File: config.mk
export PLATFORM = sky130hd
export DESIGN_NAME = cascaded_legacy_interrupt_ctrl
export DESIGN_NICKNAME = d
export VERILOG_FILES = /design/src/pic_pkg.sv /design/src/irq_sync.sv /design/src/prio_resolver.sv /design/src/cascaded_legacy_interrupt_ctrl.sv
export VERILOG_INCLUDE_DIRS = /design/src
export SDC_FILE = /design/constraint.sdc
export NUM_CORES = 1
export LEC_CHECK = 0
export BUFFER_PORTS_ARGS = -buffer_cell sky130_fd_sc_hd__buf_4
export CORE_MARGIN = 2
export CORE_UTILIZATION = 61
export CTS_CLUSTER_SIZE = 40
export DETAILED_ROUTE_END_ITERATION = 16
export PLACE_DENSITY = 0.8
export SYNTH_ARGS = -nofsm -noshare
export SYNTH_HDL_FRONTEND = slang
export SYNTH_SLANG_ARGS = --single-unit
File: constraint.sdc
create_clock -name ref_clk -period 5.85 [get_ports ref_clk]
set_clock_uncertainty 0.15 [all_clocks]
set_input_delay 0.585 -clock ref_clk [delete_from_list [all_inputs] [get_ports ref_clk]]
set_output_delay 0.585 -clock ref_clk [all_outputs]
set_load 0.005 [all_outputs]
File: src/pic_defs.svh
`ifndef PIC_DEFS_SVH
`define PIC_DEFS_SVH

// ****************************************
// port addresses
// ****************************************
`define PIC_PRI_CMD_ADDR 8'h20
`define PIC_PRI_DATA_ADDR 8'h21
`define PIC_SEC_CMD_ADDR 8'hA0
`define PIC_SEC_DATA_ADDR 8'hA1

// ****************************************
// command byte fields
// ****************************************
`define PIC_INIT_START_BIT 4
`define PIC_READ_POLL_SEL_BIT 3
`define PIC_ROTATE_BIT 7
`define PIC_SELECT_LEVEL_BIT 6
`define PIC_END_SVC_BIT 5
`define PIC_SPECIAL_MASK_WE_BIT 6
`define PIC_SPECIAL_MASK_BIT 5
`define PIC_POLL_BIT 2
`define PIC_READ_SEL_VALID_BIT 1
`define PIC_READ_SEL_SVC_BIT 0
`define PIC_AUTO_END_BIT 1
`define PIC_SPECIAL_NEST_BIT 4
`define PIC_POLL_FLAG_BIT 7

// ****************************************
// reset and init values
// ****************************************
`define PIC_CASCADE_CH 3'h2
`define PIC_DEFAULT_LEVEL 3'h7
`define PIC_INIT_LOW_PRIO 3'h7
`define PIC_INIT_CASCADE_ID 8'h07
`define PIC_INIT_SEEN 8'hFF

`endif

File: src/pic_pkg.sv
package pic_pkg;

  typedef struct packed {
    logic wr;
    logic rd;
    logic [7:0] addr;
    logic [7:0] wdata;
  } io_req_t;

  typedef struct packed {
    logic valid;
    logic [7:0] data;
  } byte_rsp_t;

  typedef enum logic [1:0] {
    INIT_DONE = 2'b00,
    INIT_WAIT_BASE = 2'b01,
    INIT_WAIT_CASC = 2'b11,
    INIT_WAIT_MODE = 2'b10
  } init_step_t;

  typedef enum logic {
    ACK_IDLE = 1'b0,
    ACK_WAIT = 1'b1
  } ack_state_t;

  typedef struct packed {
    logic [7:0] req_pend;
    logic [7:0] in_svc;
    logic [7:0] ch_mask;
    logic [7:0] low_seen;
    logic [7:0] prev_in;
    logic [7:0] cascade_id;
    logic [4:0] vec_base;
    logic [2:0] prio_low;
    init_step_t init_step;
    logic auto_end;
    logic special_nest;
    logic rotate_auto;
    logic special_mask;
    logic read_svc;
    logic poll;
  } ctl_t;

  typedef struct packed {
    ctl_t [1:0] ctl;
    ack_state_t ack_st;
    logic [7:0] ack_vec;
    logic int_out;
    byte_rsp_t rd_rsp;
    byte_rsp_t vec_rsp;
  } state_t;

  // first set bit walking from the level after low, wrapping: {found, id}
  function automatic logic [3:0] first_set(input logic [7:0] v,
                                           input logic [2:0] low);
    logic found;
    logic [2:0] id;
    logic [2:0] ch;
    found = 1'b0;
    id = 3'h0;
    for (int i = 0; i < 8; i++) begin
      ch = 3'(low + 3'(i) + 3'h1);
      if (!found && v[ch]) begin
        found = 1'b1;
        id = ch;
      end
    end
    return {found, id};
  endfunction : first_set

endpackage : pic_pkg

File: src/irq_sync.sv
`timescale 1ns/1ps
module irq_sync #(
  parameter int WIDTH = 16
) (
  input wire logic ref_clk,
  input wire logic rstn,
  input wire logic [WIDTH-1:0] async_in,
  output logic [WIDTH-1:0] sync_out
);
  typedef struct packed {
    logic [WIDTH-1:0] stage2;
    logic [WIDTH-1:0] stage1;
  } sync_t;

  sync_t st_r;
  sync_t st_nxt;

  if (WIDTH < 1) begin : g_chk
    $error("irq_sync: WIDTH must be at least 1");
  end

  // stage1 is read by stage2 only
  always_comb begin
    st_nxt.stage1 = async_in;
    st_nxt.stage2 = st_r.stage1;
  end

  always_ff @(posedge ref_clk or negedge rstn) begin
    if (!rstn) begin
      st_r <= '0;
    end else begin
      st_r <= st_nxt;
    end
  end

  assign sync_out = st_r.stage2;
endmodule : irq_sync

File: src/prio_resolver.sv
`timescale 1ns/1ps
module prio_resolver (
  input wire logic [7:0] req,
  input wire logic [7:0] in_svc,
  input wire logic [7:0] equal_ok,
  input wire logic [2:0] prio_low,
  output logic win_valid,
  output logic [2:0] win_id
);
  // walk from highest to lowest priority; a set in-service bit ends the
  // walk, so lower levels stay blocked and an equal level wins only where equal_ok is set
  always_comb begin
    logic stop;
    logic [2:0] ch;
    stop = 1'b0;
    ch = 3'h0;
    win_valid = 1'b0;
    win_id = 3'h0;
    for (int i = 0; i < 8; i++) begin
      ch = 3'(prio_low + 3'(i) + 3'h1);
      if (!stop) begin
        if (req[ch] && (!in_svc[ch] || equal_ok[ch])) begin
          win_valid = 1'b1;
          win_id = ch;
          stop = 1'b1;
        end else if (in_svc[ch]) begin
          stop = 1'b1;
        end
      end
    end
  end
endmodule : prio_resolver

File: src/cascaded_legacy_interrupt_ctrl.sv
//
// Functional notes
// (RULE1) command-port write with data bit 4 set starts init; ports 20h, A0h
// (RULE2) next three data-port writes (21h, A1h) are init words two to four
// (RULE3) init start clears mask, resets priority, cascade id 7, status reads
// (RULE4) after init an input needs a low-to-high transition to request
// (RULE5) init word two bits 7:3 form vector bits 7:3, per controller
// (RULE6) software sets only bit 2 of primary cascade word
// (RULE7) cascade win broadcasts code; secondary answers only on id match
// (RULE8) software writes mode word with bit 0 set to both controllers
// (RULE9) fully nested: input 0 highest; acknowledge sets in-service bit
// (RULE10) in-service bit blocks equal and lower levels, higher still interrupt
// (RULE11) special nesting on primary lets secondary raise higher requests
// (RULE12) rotate on end command or rotate in auto mode makes served lowest
// (RULE13) set-priority makes named input lowest; with end bit ends its service
// (RULE14) poll bit freezes requests; next read acts as acknowledge
// (RULE15) poll byte: bit 7 pending flag, bits 2:0 highest level
// (RULE16) trigger mode per input from select inputs: 0 edge, 1 level
// (RULE17) level sources drop request before software ends service
// (RULE18) request gone at first acknowledge returns primary level 7 vector
// (RULE19) non-specific end clears top in-service bit; specific clears named
// (RULE20) auto end on primary performs non-specific end at last acknowledge
// (RULE21) mask bit blocks its input; primary input 2 blocks whole secondary
// (RULE22) special mask entered with both bits one, left with both zero
// (RULE23) vector bits 2:0 carry acknowledged input number
// (RULE24) request bit set even when masked; masked never interrupts
// (RULE25) first acknowledge sets in-service, clears request; second gives vector
// (RULE26) command write bit 4 clear: bit 3 picks priority word or read word
// (RULE27) command read gives request or in-service; data read gives mask
//
`timescale 1ns/1ps
`include "pic_defs.svh"
module cascaded_legacy_interrupt_ctrl (
  input wire logic ref_clk,
  input wire logic rstn,
  input wire pic_pkg::io_req_t io_req,
  input wire logic [15:0] irq_in,
  input wire logic [7:0] primary_trigger_select,
  input wire logic [7:0] secondary_trigger_select,
  input wire logic internal_ack_pulse,
  output logic cpu_interrupt_output,
  output pic_pkg::byte_rsp_t io_rsp,
  output pic_pkg::byte_rsp_t ack_rsp
);
  import pic_pkg::*;

  // ****************************************
  // decoding helpers
  // ****************************************
  function automatic logic port_hit(input logic [7:0] addr, input int k,
                                    input logic data_port);
    logic [7:0] want;
    if (k == 0) begin
      want = data_port ? `PIC_PRI_DATA_ADDR : `PIC_PRI_CMD_ADDR;
    end else begin
      want = data_port ? `PIC_SEC_DATA_ADDR : `PIC_SEC_CMD_ADDR;
    end
    return addr == want;
  endfunction : port_hit

  // in special mask mode a masked in-service level is left alone
  function automatic logic [3:0] top_in_service(input ctl_t c);
    return first_set(c.in_svc & ~(c.special_mask ? c.ch_mask : 8'h00),
                     c.prio_low); // RULE19
  endfunction : top_in_service

  // ****************************************
  // state and submodules
  // ****************************************
  state_t st_r;
  state_t st_nxt;
  logic [15:0] irq_s;
  logic [1:0] res_valid;
  logic [1:0][2:0] res_id;

  irq_sync #(
    .WIDTH(16)
  ) u_sync (
    .ref_clk(ref_clk),
    .rstn(rstn),
    .async_in(irq_in),
    .sync_out(irq_s)
  );

  for (genvar g = 0; g < 2; g++) begin : g_res
    logic [7:0] eq_ok;
    logic [7:0] svc_eff;
    // special nesting lets the cascade level re-win while in service
    assign eq_ok = (g == 0 && st_r.ctl[0].special_nest) ?
                   st_r.ctl[0].cascade_id : 8'h00; // RULE11
    // special mask: unmasked inputs ignore in-service state
    assign svc_eff = st_r.ctl[g].special_mask ? 8'h00 :
                     st_r.ctl[g].in_svc; // RULE22 RULE10
    prio_resolver u_res (
      .req(st_r.ctl[g].req_pend & ~st_r.ctl[g].ch_mask), // RULE21 RULE24
      .in_svc(svc_eff),
      .equal_ok(eq_ok),
      .prio_low(st_r.ctl[g].prio_low),
      .win_valid(res_valid[g]),
      .win_id(res_id[g])
    );
  end

  // ****************************************
  // next state
  // ****************************************
  always_comb begin
    logic [7:0] raw;
    logic [7:0] trig;
    logic [7:0] d;
    logic [3:0] top;
    logic frozen;
    logic hit_cmd;
    logic hit_data;
    ctl_t c;
    raw = 8'h00;
    trig = 8'h00;
    d = io_req.wdata;
    top = 4'h0;
    frozen = 1'b0;
    hit_cmd = 1'b0;
    hit_data = 1'b0;
    c = '0;
    st_nxt = st_r;
    st_nxt.rd_rsp = '0;
    st_nxt.vec_rsp = '0;

    for (int k = 0; k < 2; k++) begin
      c = st_r.ctl[k];
      // the secondary's request output drives primary cascade input
      if (k == 0) begin
        raw = irq_s[7:0];
        raw[`PIC_CASCADE_CH] = res_valid[1];
        trig = primary_trigger_select;
      end else begin
        raw = irq_s[15:8];
        trig = secondary_trigger_select;
      end
      hit_cmd = port_hit(io_req.addr, k, 1'b0);
      hit_data = port_hit(io_req.addr, k, 1'b1);

      // ********** request capture **********
      // frozen between poll command and read, and between the two
      // acknowledges; inputs are not sampled so no edge is lost
      frozen = c.poll || st_r.ack_st == ACK_WAIT; // RULE14
      if (!frozen) begin
        st_nxt.ctl[k].req_pend = (c.req_pend & ~trig) |
                                 (raw & ~c.prev_in & ~trig) |
                                 (raw & c.low_seen & trig); // RULE16 RULE24
        st_nxt.ctl[k].prev_in = raw;
        st_nxt.ctl[k].low_seen = c.low_seen | ~raw; // RULE4
      end

      // ********** command port writes **********
      if (io_req.wr && hit_cmd) begin
        if (d[`PIC_INIT_START_BIT]) begin
          st_nxt.ctl[k].init_step = INIT_WAIT_BASE; // RULE1 RULE2
          st_nxt.ctl[k].ch_mask = 8'h00; // RULE3
          st_nxt.ctl[k].prio_low = `PIC_INIT_LOW_PRIO; // RULE3
          st_nxt.ctl[k].cascade_id = `PIC_INIT_CASCADE_ID; // RULE3
          st_nxt.ctl[k].special_mask = 1'b0; // RULE3
          st_nxt.ctl[k].read_svc = 1'b0; // RULE3
          st_nxt.ctl[k].req_pend = 8'h00;
          st_nxt.ctl[k].in_svc = 8'h00;
          st_nxt.ctl[k].low_seen = 8'h00; // RULE4
          st_nxt.ctl[k].prev_in = `PIC_INIT_SEEN; // RULE4
          st_nxt.ctl[k].poll = 1'b0;
          st_nxt.ctl[k].rotate_auto = 1'b0;
          st_nxt.ctl[k].auto_end = 1'b0;
          st_nxt.ctl[k].special_nest = 1'b0;
        end else if (!d[`PIC_READ_POLL_SEL_BIT]) begin // RULE26
          top = top_in_service(c);
          if (d[`PIC_END_SVC_BIT] && !d[`PIC_SELECT_LEVEL_BIT]) begin
            if (top[3]) begin
              st_nxt.ctl[k].in_svc[top[2:0]] = 1'b0; // RULE19
              if (d[`PIC_ROTATE_BIT]) begin
                st_nxt.ctl[k].prio_low = top[2:0]; // RULE12
              end
            end
          end else if (d[`PIC_END_SVC_BIT]) begin
            st_nxt.ctl[k].in_svc[d[2:0]] = 1'b0; // RULE19 RULE13
            if (d[`PIC_ROTATE_BIT]) begin
              st_nxt.ctl[k].prio_low = d[2:0]; // RULE13
            end
          end else if (d[`PIC_SELECT_LEVEL_BIT]) begin
            if (d[`PIC_ROTATE_BIT]) begin
              st_nxt.ctl[k].prio_low = d[2:0]; // RULE13
            end
          end else begin
            st_nxt.ctl[k].rotate_auto = d[`PIC_ROTATE_BIT]; // RULE12
          end
        end else begin // RULE26
          if (d[`PIC_READ_SEL_VALID_BIT]) begin
            st_nxt.ctl[k].read_svc = d[`PIC_READ_SEL_SVC_BIT]; // RULE27
          end
          if (d[`PIC_SPECIAL_MASK_WE_BIT] && d[`PIC_SPECIAL_MASK_BIT]) begin
            st_nxt.ctl[k].special_mask = 1'b1; // RULE22
          end else if (!d[`PIC_SPECIAL_MASK_WE_BIT] &&
                       !d[`PIC_SPECIAL_MASK_BIT]) begin
            st_nxt.ctl[k].special_mask = 1'b0; // RULE22
          end
          if (d[`PIC_POLL_BIT]) begin
            st_nxt.ctl[k].poll = 1'b1; // RULE14
          end
        end
      end

      // ********** data port writes **********
      if (io_req.wr && hit_data) begin
        unique case (c.init_step)
          INIT_WAIT_BASE: begin
            st_nxt.ctl[k].vec_base = d[7:3]; // RULE5
            st_nxt.ctl[k].init_step = INIT_WAIT_CASC; // RULE2
          end
          INIT_WAIT_CASC: begin
            st_nxt.ctl[k].cascade_id = d; // RULE7
            st_nxt.ctl[k].init_step = INIT_WAIT_MODE; // RULE2
          end
          INIT_WAIT_MODE: begin
            // automatic end only serves the primary
            st_nxt.ctl[k].auto_end = (k == 0) && d[`PIC_AUTO_END_BIT]; // RULE20
            st_nxt.ctl[k].special_nest = d[`PIC_SPECIAL_NEST_BIT]; // RULE11
            st_nxt.ctl[k].init_step = INIT_DONE; // RULE2
          end
          INIT_DONE: begin
            st_nxt.ctl[k].ch_mask = d; // RULE21
          end
        endcase
      end

      // ********** reads **********
      if (io_req.rd && (hit_cmd || hit_data)) begin
        st_nxt.rd_rsp.valid = 1'b1;
        if (c.poll) begin
          // poll read counts as an acknowledge for this controller
          st_nxt.rd_rsp.data = {res_valid[k], 4'h0, res_id[k]}; // RULE15
          st_nxt.ctl[k].poll = 1'b0;
          if (res_valid[k]) begin
            st_nxt.ctl[k].in_svc[res_id[k]] = 1'b1; // RULE14
            st_nxt.ctl[k].req_pend[res_id[k]] = 1'b0; // RULE14
          end
        end else if (hit_cmd) begin
          st_nxt.rd_rsp.data = c.read_svc ? c.in_svc : c.req_pend; // RULE27
        end else begin
          st_nxt.rd_rsp.data = c.ch_mask; // RULE27
        end
      end
    end

    // ********** acknowledge sequence **********
    if (internal_ack_pulse) begin
      unique case (st_r.ack_st)
        ACK_IDLE: begin
          st_nxt.ack_st = ACK_WAIT;
          // default when the request vanished before the first pulse
          st_nxt.ack_vec = {st_r.ctl[0].vec_base, `PIC_DEFAULT_LEVEL}; // RULE18
          if (res_valid[0]) begin
            st_nxt.ctl[0].in_svc[res_id[0]] = 1'b1; // RULE9 RULE25
            st_nxt.ctl[0].req_pend[res_id[0]] = 1'b0; // RULE25
            if (st_r.ctl[0].cascade_id[res_id[0]]) begin
              // broadcast code is the winning primary level
              if (res_id[0] == st_r.ctl[1].cascade_id[2:0] &&
                  res_valid[1]) begin // RULE7
                st_nxt.ctl[1].in_svc[res_id[1]] = 1'b1; // RULE25
                st_nxt.ctl[1].req_pend[res_id[1]] = 1'b0; // RULE25
                st_nxt.ack_vec = {st_r.ctl[1].vec_base, res_id[1]}; // RULE5
              end
            end else begin
              st_nxt.ack_vec = {st_r.ctl[0].vec_base, res_id[0]}; // RULE23
            end
          end
        end
        ACK_WAIT: begin
          st_nxt.ack_st = ACK_IDLE;
          st_nxt.vec_rsp.valid = 1'b1; // RULE25
          st_nxt.vec_rsp.data = st_r.ack_vec; // RULE5 RULE23
          if (st_r.ctl[0].auto_end) begin
            top = top_in_service(st_r.ctl[0]);
            if (top[3]) begin
              st_nxt.ctl[0].in_svc[top[2:0]] = 1'b0; // RULE20
              if (st_r.ctl[0].rotate_auto) begin
                st_nxt.ctl[0].prio_low = top[2:0]; // RULE12
              end
            end
          end
        end
      endcase
    end

    // masked or blocked requests never reach the processor
    st_nxt.int_out = res_valid[0]; // RULE10 RULE21 RULE24
  end

  always_ff @(posedge ref_clk or negedge rstn) begin
    if (!rstn) begin
      st_r <= '0;
    end else begin
      st_r <= st_nxt;
    end
  end

  // ****************************************
  // outputs
  // ****************************************
  assign cpu_interrupt_output = st_r.int_out;
  assign io_rsp = st_r.rd_rsp;
  assign ack_rsp = st_r.vec_rsp;
endmodule : cascaded_legacy_interrupt_ctrl

==> flow_summary.yaml <==
yosys:
  synth-async-reset-ratio_pct: 100
  synth-main-ff-cell: "dfrtp_1"
  seq_area_frac_synth_pct: 33.4
  synthTopCellsByArea: "dfrtp_1 (33%), mux4_2 (7.9%), mux2i_1 (5.3%)"
  synthMuxAreaShare_pct: 16.3
  synthAdderAreaFrac_pct: 0.564
  synth_commonest_cells: "dfrtp_1 (178), nor2_1 (172), nand2_1 (171)"
  synthXorXnorAreaFrac_pct: 1.25
  synth.avg_cell_area_sq_um: 8.81
  synth_simple_gate_area_share_pct: 23.5
  yosysTopAreaCell: "dfrtp_1"
  ys_seq_elements: 178
  synth_compound_area_share_pct: 20.1
  synth_edf_count: 0
  synth_top_area_share_pct: 33.4
  syn_inst: 1512
  syn-num-nets: 1571
  synth_top_family_by_area: "simple AND/OR/NAND/NOR gates"
  synthesis.area_sq_um: 13300
  yosys_warnings: 0
  yosysMostFrequentCell: "dfrtp_1"
  synthDistinctLibCells: 94
worst_setup_path:
  crit_chain: "inv_1 -> ha_1 -> inv_2 -> mux4_2 -> mux2i_1 -> nor4b_1 -> a22oi_1 -> a211oi_1 -> nor4_1 -> or4b_1 -> and3_1 -> nand4_1 -> nand2_2 -> a311o_1"
  critical_path.top_delay_family: "simple AND/OR/NAND/NOR gates"
  worst_setup_path_end_kind: "flip-flop"
  worstPathMaxFanout: 22
  cpPeakStageDelay_ps: 780
  critical_path.startpoint_type: "flip-flop"
  worstPathArrival_ps: 5650
  cp_slowest_cell: "ha_1"
  cp_num_buf_inv: 2
  critical_path_class: "reg -> reg"
  required_ps: 6020
layout:
  area_growth_pct: 9.20
  register_area_sq_um: 4460
  antenna_cells: 0
  stdcell_area_sq_um: 14500
  fill_cells: 1750
  multi_input_area_sq_um: 8220
  instances_no_fill: 1822
  final_nets: 1588
  drive_above_1_share_pct: 16.0
placement:
  hpwlAfterDp_mm: 30.0
  postPlaceCellArea_sq_um: 14000
  portBuffers: 70
  dp.cells: 1790
  routabilityCongestion: 0.993
grt:
  grt_max_degree: 117
  grt_use_total_pct: 36.5
  grt_pass1_vias: 11829
  antenna_found_initial: 0
  overflow: 0
  grt_pass1_wl_mm: 64.6
clock_network:
  root_buffer: "clkbuf_16"
  cts_tree: "done"
  clk_pin_slew_worst_paths_ps: 80
  htree_levels: 4
  ctsResizeCount: 0
  cts_setup_buffers: 0
  numCtsBuffers: 17
  holdBufCountCts: 0
  insertion_delay_ps: 440
  clockBufferDepth: 2
  clkSinkCount: 178
detailed_routing:
  antenna_left: 0
  routed_wl_mm: 41.2
  dr.pass1.iters: 7
  drc: 0
  wl_per_cell_microns: 22.6
  drt_iter0_markers: 1749
  viasPerCell: 7.05
  vias: 12848
status:
  status: "finished, final reports clean"
timing:
  hold_viol: 0
  setup_violations: 0
  rsz0062_at_grt: "false"
  drv_slew: 0
  max_freq_ghz: 0.182
  relSlewSlack_pct: 29.1
  worstMarginPinSlew_ps: 1060
  fin_setup_tns_ps: 0
  finalCriticalPeriod_ps: 5480
  whs_ps: 94.8
  period_share_pct: 93.7
floorplan:
  die_w_microns: 152
  core_region_area_sq_um: 21600
  die_area_sq_um: 23000
  pin_count: 72
  rows: 54
  die_h_microns: 152
  initial_core_util_pct: 61.6
pwr:
  p_total_uw: 6050
  cellPowerDensity_nw_per_um2: 416
  p_leak_uw: 0.00616
  peakVddDrop_mv: 0.253
min_path:
  min_path_type: "in -> reg"
run:
  maxCapViolCount: 0
sequential cells by signal, summed over array words and instances (netlist names):
signal and cells:
ack_rsp 9, cpu_interrupt_output 1, io_rsp 9, st_r 129
u_sync.st_nxt 15, u_sync.sync_out 15
cells in the final DEF, fill, tap and decap left out, drive strengths merged, types with 29 or more instances in the layout:
| master | n |
|---|---|
| buf | 106 |
| and3 | 29 |
| nand3 | 64 |
| nor3 | 34 |
| dfrtp | 178 |
| o21ai | 80 |
| nor2 | 172 |
| a21oi | 70 |
| nand2 | 173 |
| mux2 | 32 |
| mux4 | 48 |
| mux2i | 72 |
| inv | 36 |
kinds of logic (layout without fill, tap and decap cells):
group                      after synthesis  count (layout)
buffers and inverters                  140             170
muxes                                  152             152
adders and majority gates                6               6
DFF                                    178             178
and+or+nand+nor                        636             636
xor gates and xnor gates                15              15
AOI/OAI and AO/OA                      385             385
power breakdown:
part,total [uW],internal (uW),switching (uW)
clock network,1130,575,555
registers,1720,1430,294
logic,3190,1220,1970
per-layer routing:
layer / wire length (microns) / part of all wire (%) / up-vias / GRT usage (%)
li1: - / - / 5679 / -
met1: 16800 / 41 / 6131 / 51.8
met2: 18100 / 44 / 890 / 54.5
met3: 4650 / 11 / 148 / 7.90
met4: 1720 / 4.2 / 0 / 14.9
met5: 0 / 0 / - / 0
final cells by class:
| type | count | share of cell area (%) |
|---|---|---|
| tap | 280 | 2.41 |
| inverter | 31 | 0.800 |
| timing repair buffer | 107 | 5.57 |
| clock buffer | 18 | 2.95 |
| clock inverter | 14 | 1.12 |
| multi-input combinational | 1194 | 56.5 |
| sequential | 178 | 30.6 |
path summary, 6_finish.rpt:
| kind | start | end | slack [ps] | depth (start not counted) |
|---|---|---|---|---|
| worst max-delay path | st_r[36]$_DFF_PN0_ | st_r[144]$_DFF_PN0_ | 370 | 14 |
| worst min-delay path | irq_in[6] | u_sync.st_nxt[22]$_DFF_PN0_ | 90 | 1 |
| worst max register to register | st_r[36]$_DFF_PN0_ | st_r[144]$_DFF_PN0_ | 370 | 14 |
| worst min register to register | u_sync.st_nxt[29]$_DFF_PN0_ | u_sync.sync_out[13]$_DFF_PN0_ | 200 | 0 |
| max in group asynchronous | rstn | st_r[103]$_DFFE_PN0P_ | 4070 | 2 |
| min in group asynchronous | rstn | io_rsp[4]$_DFF_PN0_ | 110 | 1 |
worst reg2reg max path, stage by stage (launching register included):
cell	delay (ps)
dfrtp_2	390
inv_1	70
ha_1	780
inv_2	370
mux4_2	520
mux2i_1	230
nor4b_1	440
a22oi_1	150
a211oi_1	460
nor4_1	90
or4b_1	690
and3_1	250
nand4_1	170
nand2_2	250
a311o_1	390
per-stage QoR:
stage,utilization (%),setup slack [ps]
after floorplan,-,693
after global placement,64.5,572
after detailed placement,64.5,501
after CTS,67.3,474
after global routing,67.3,96.1
final,67.3,370
Power figures use the tool's default switching activity.
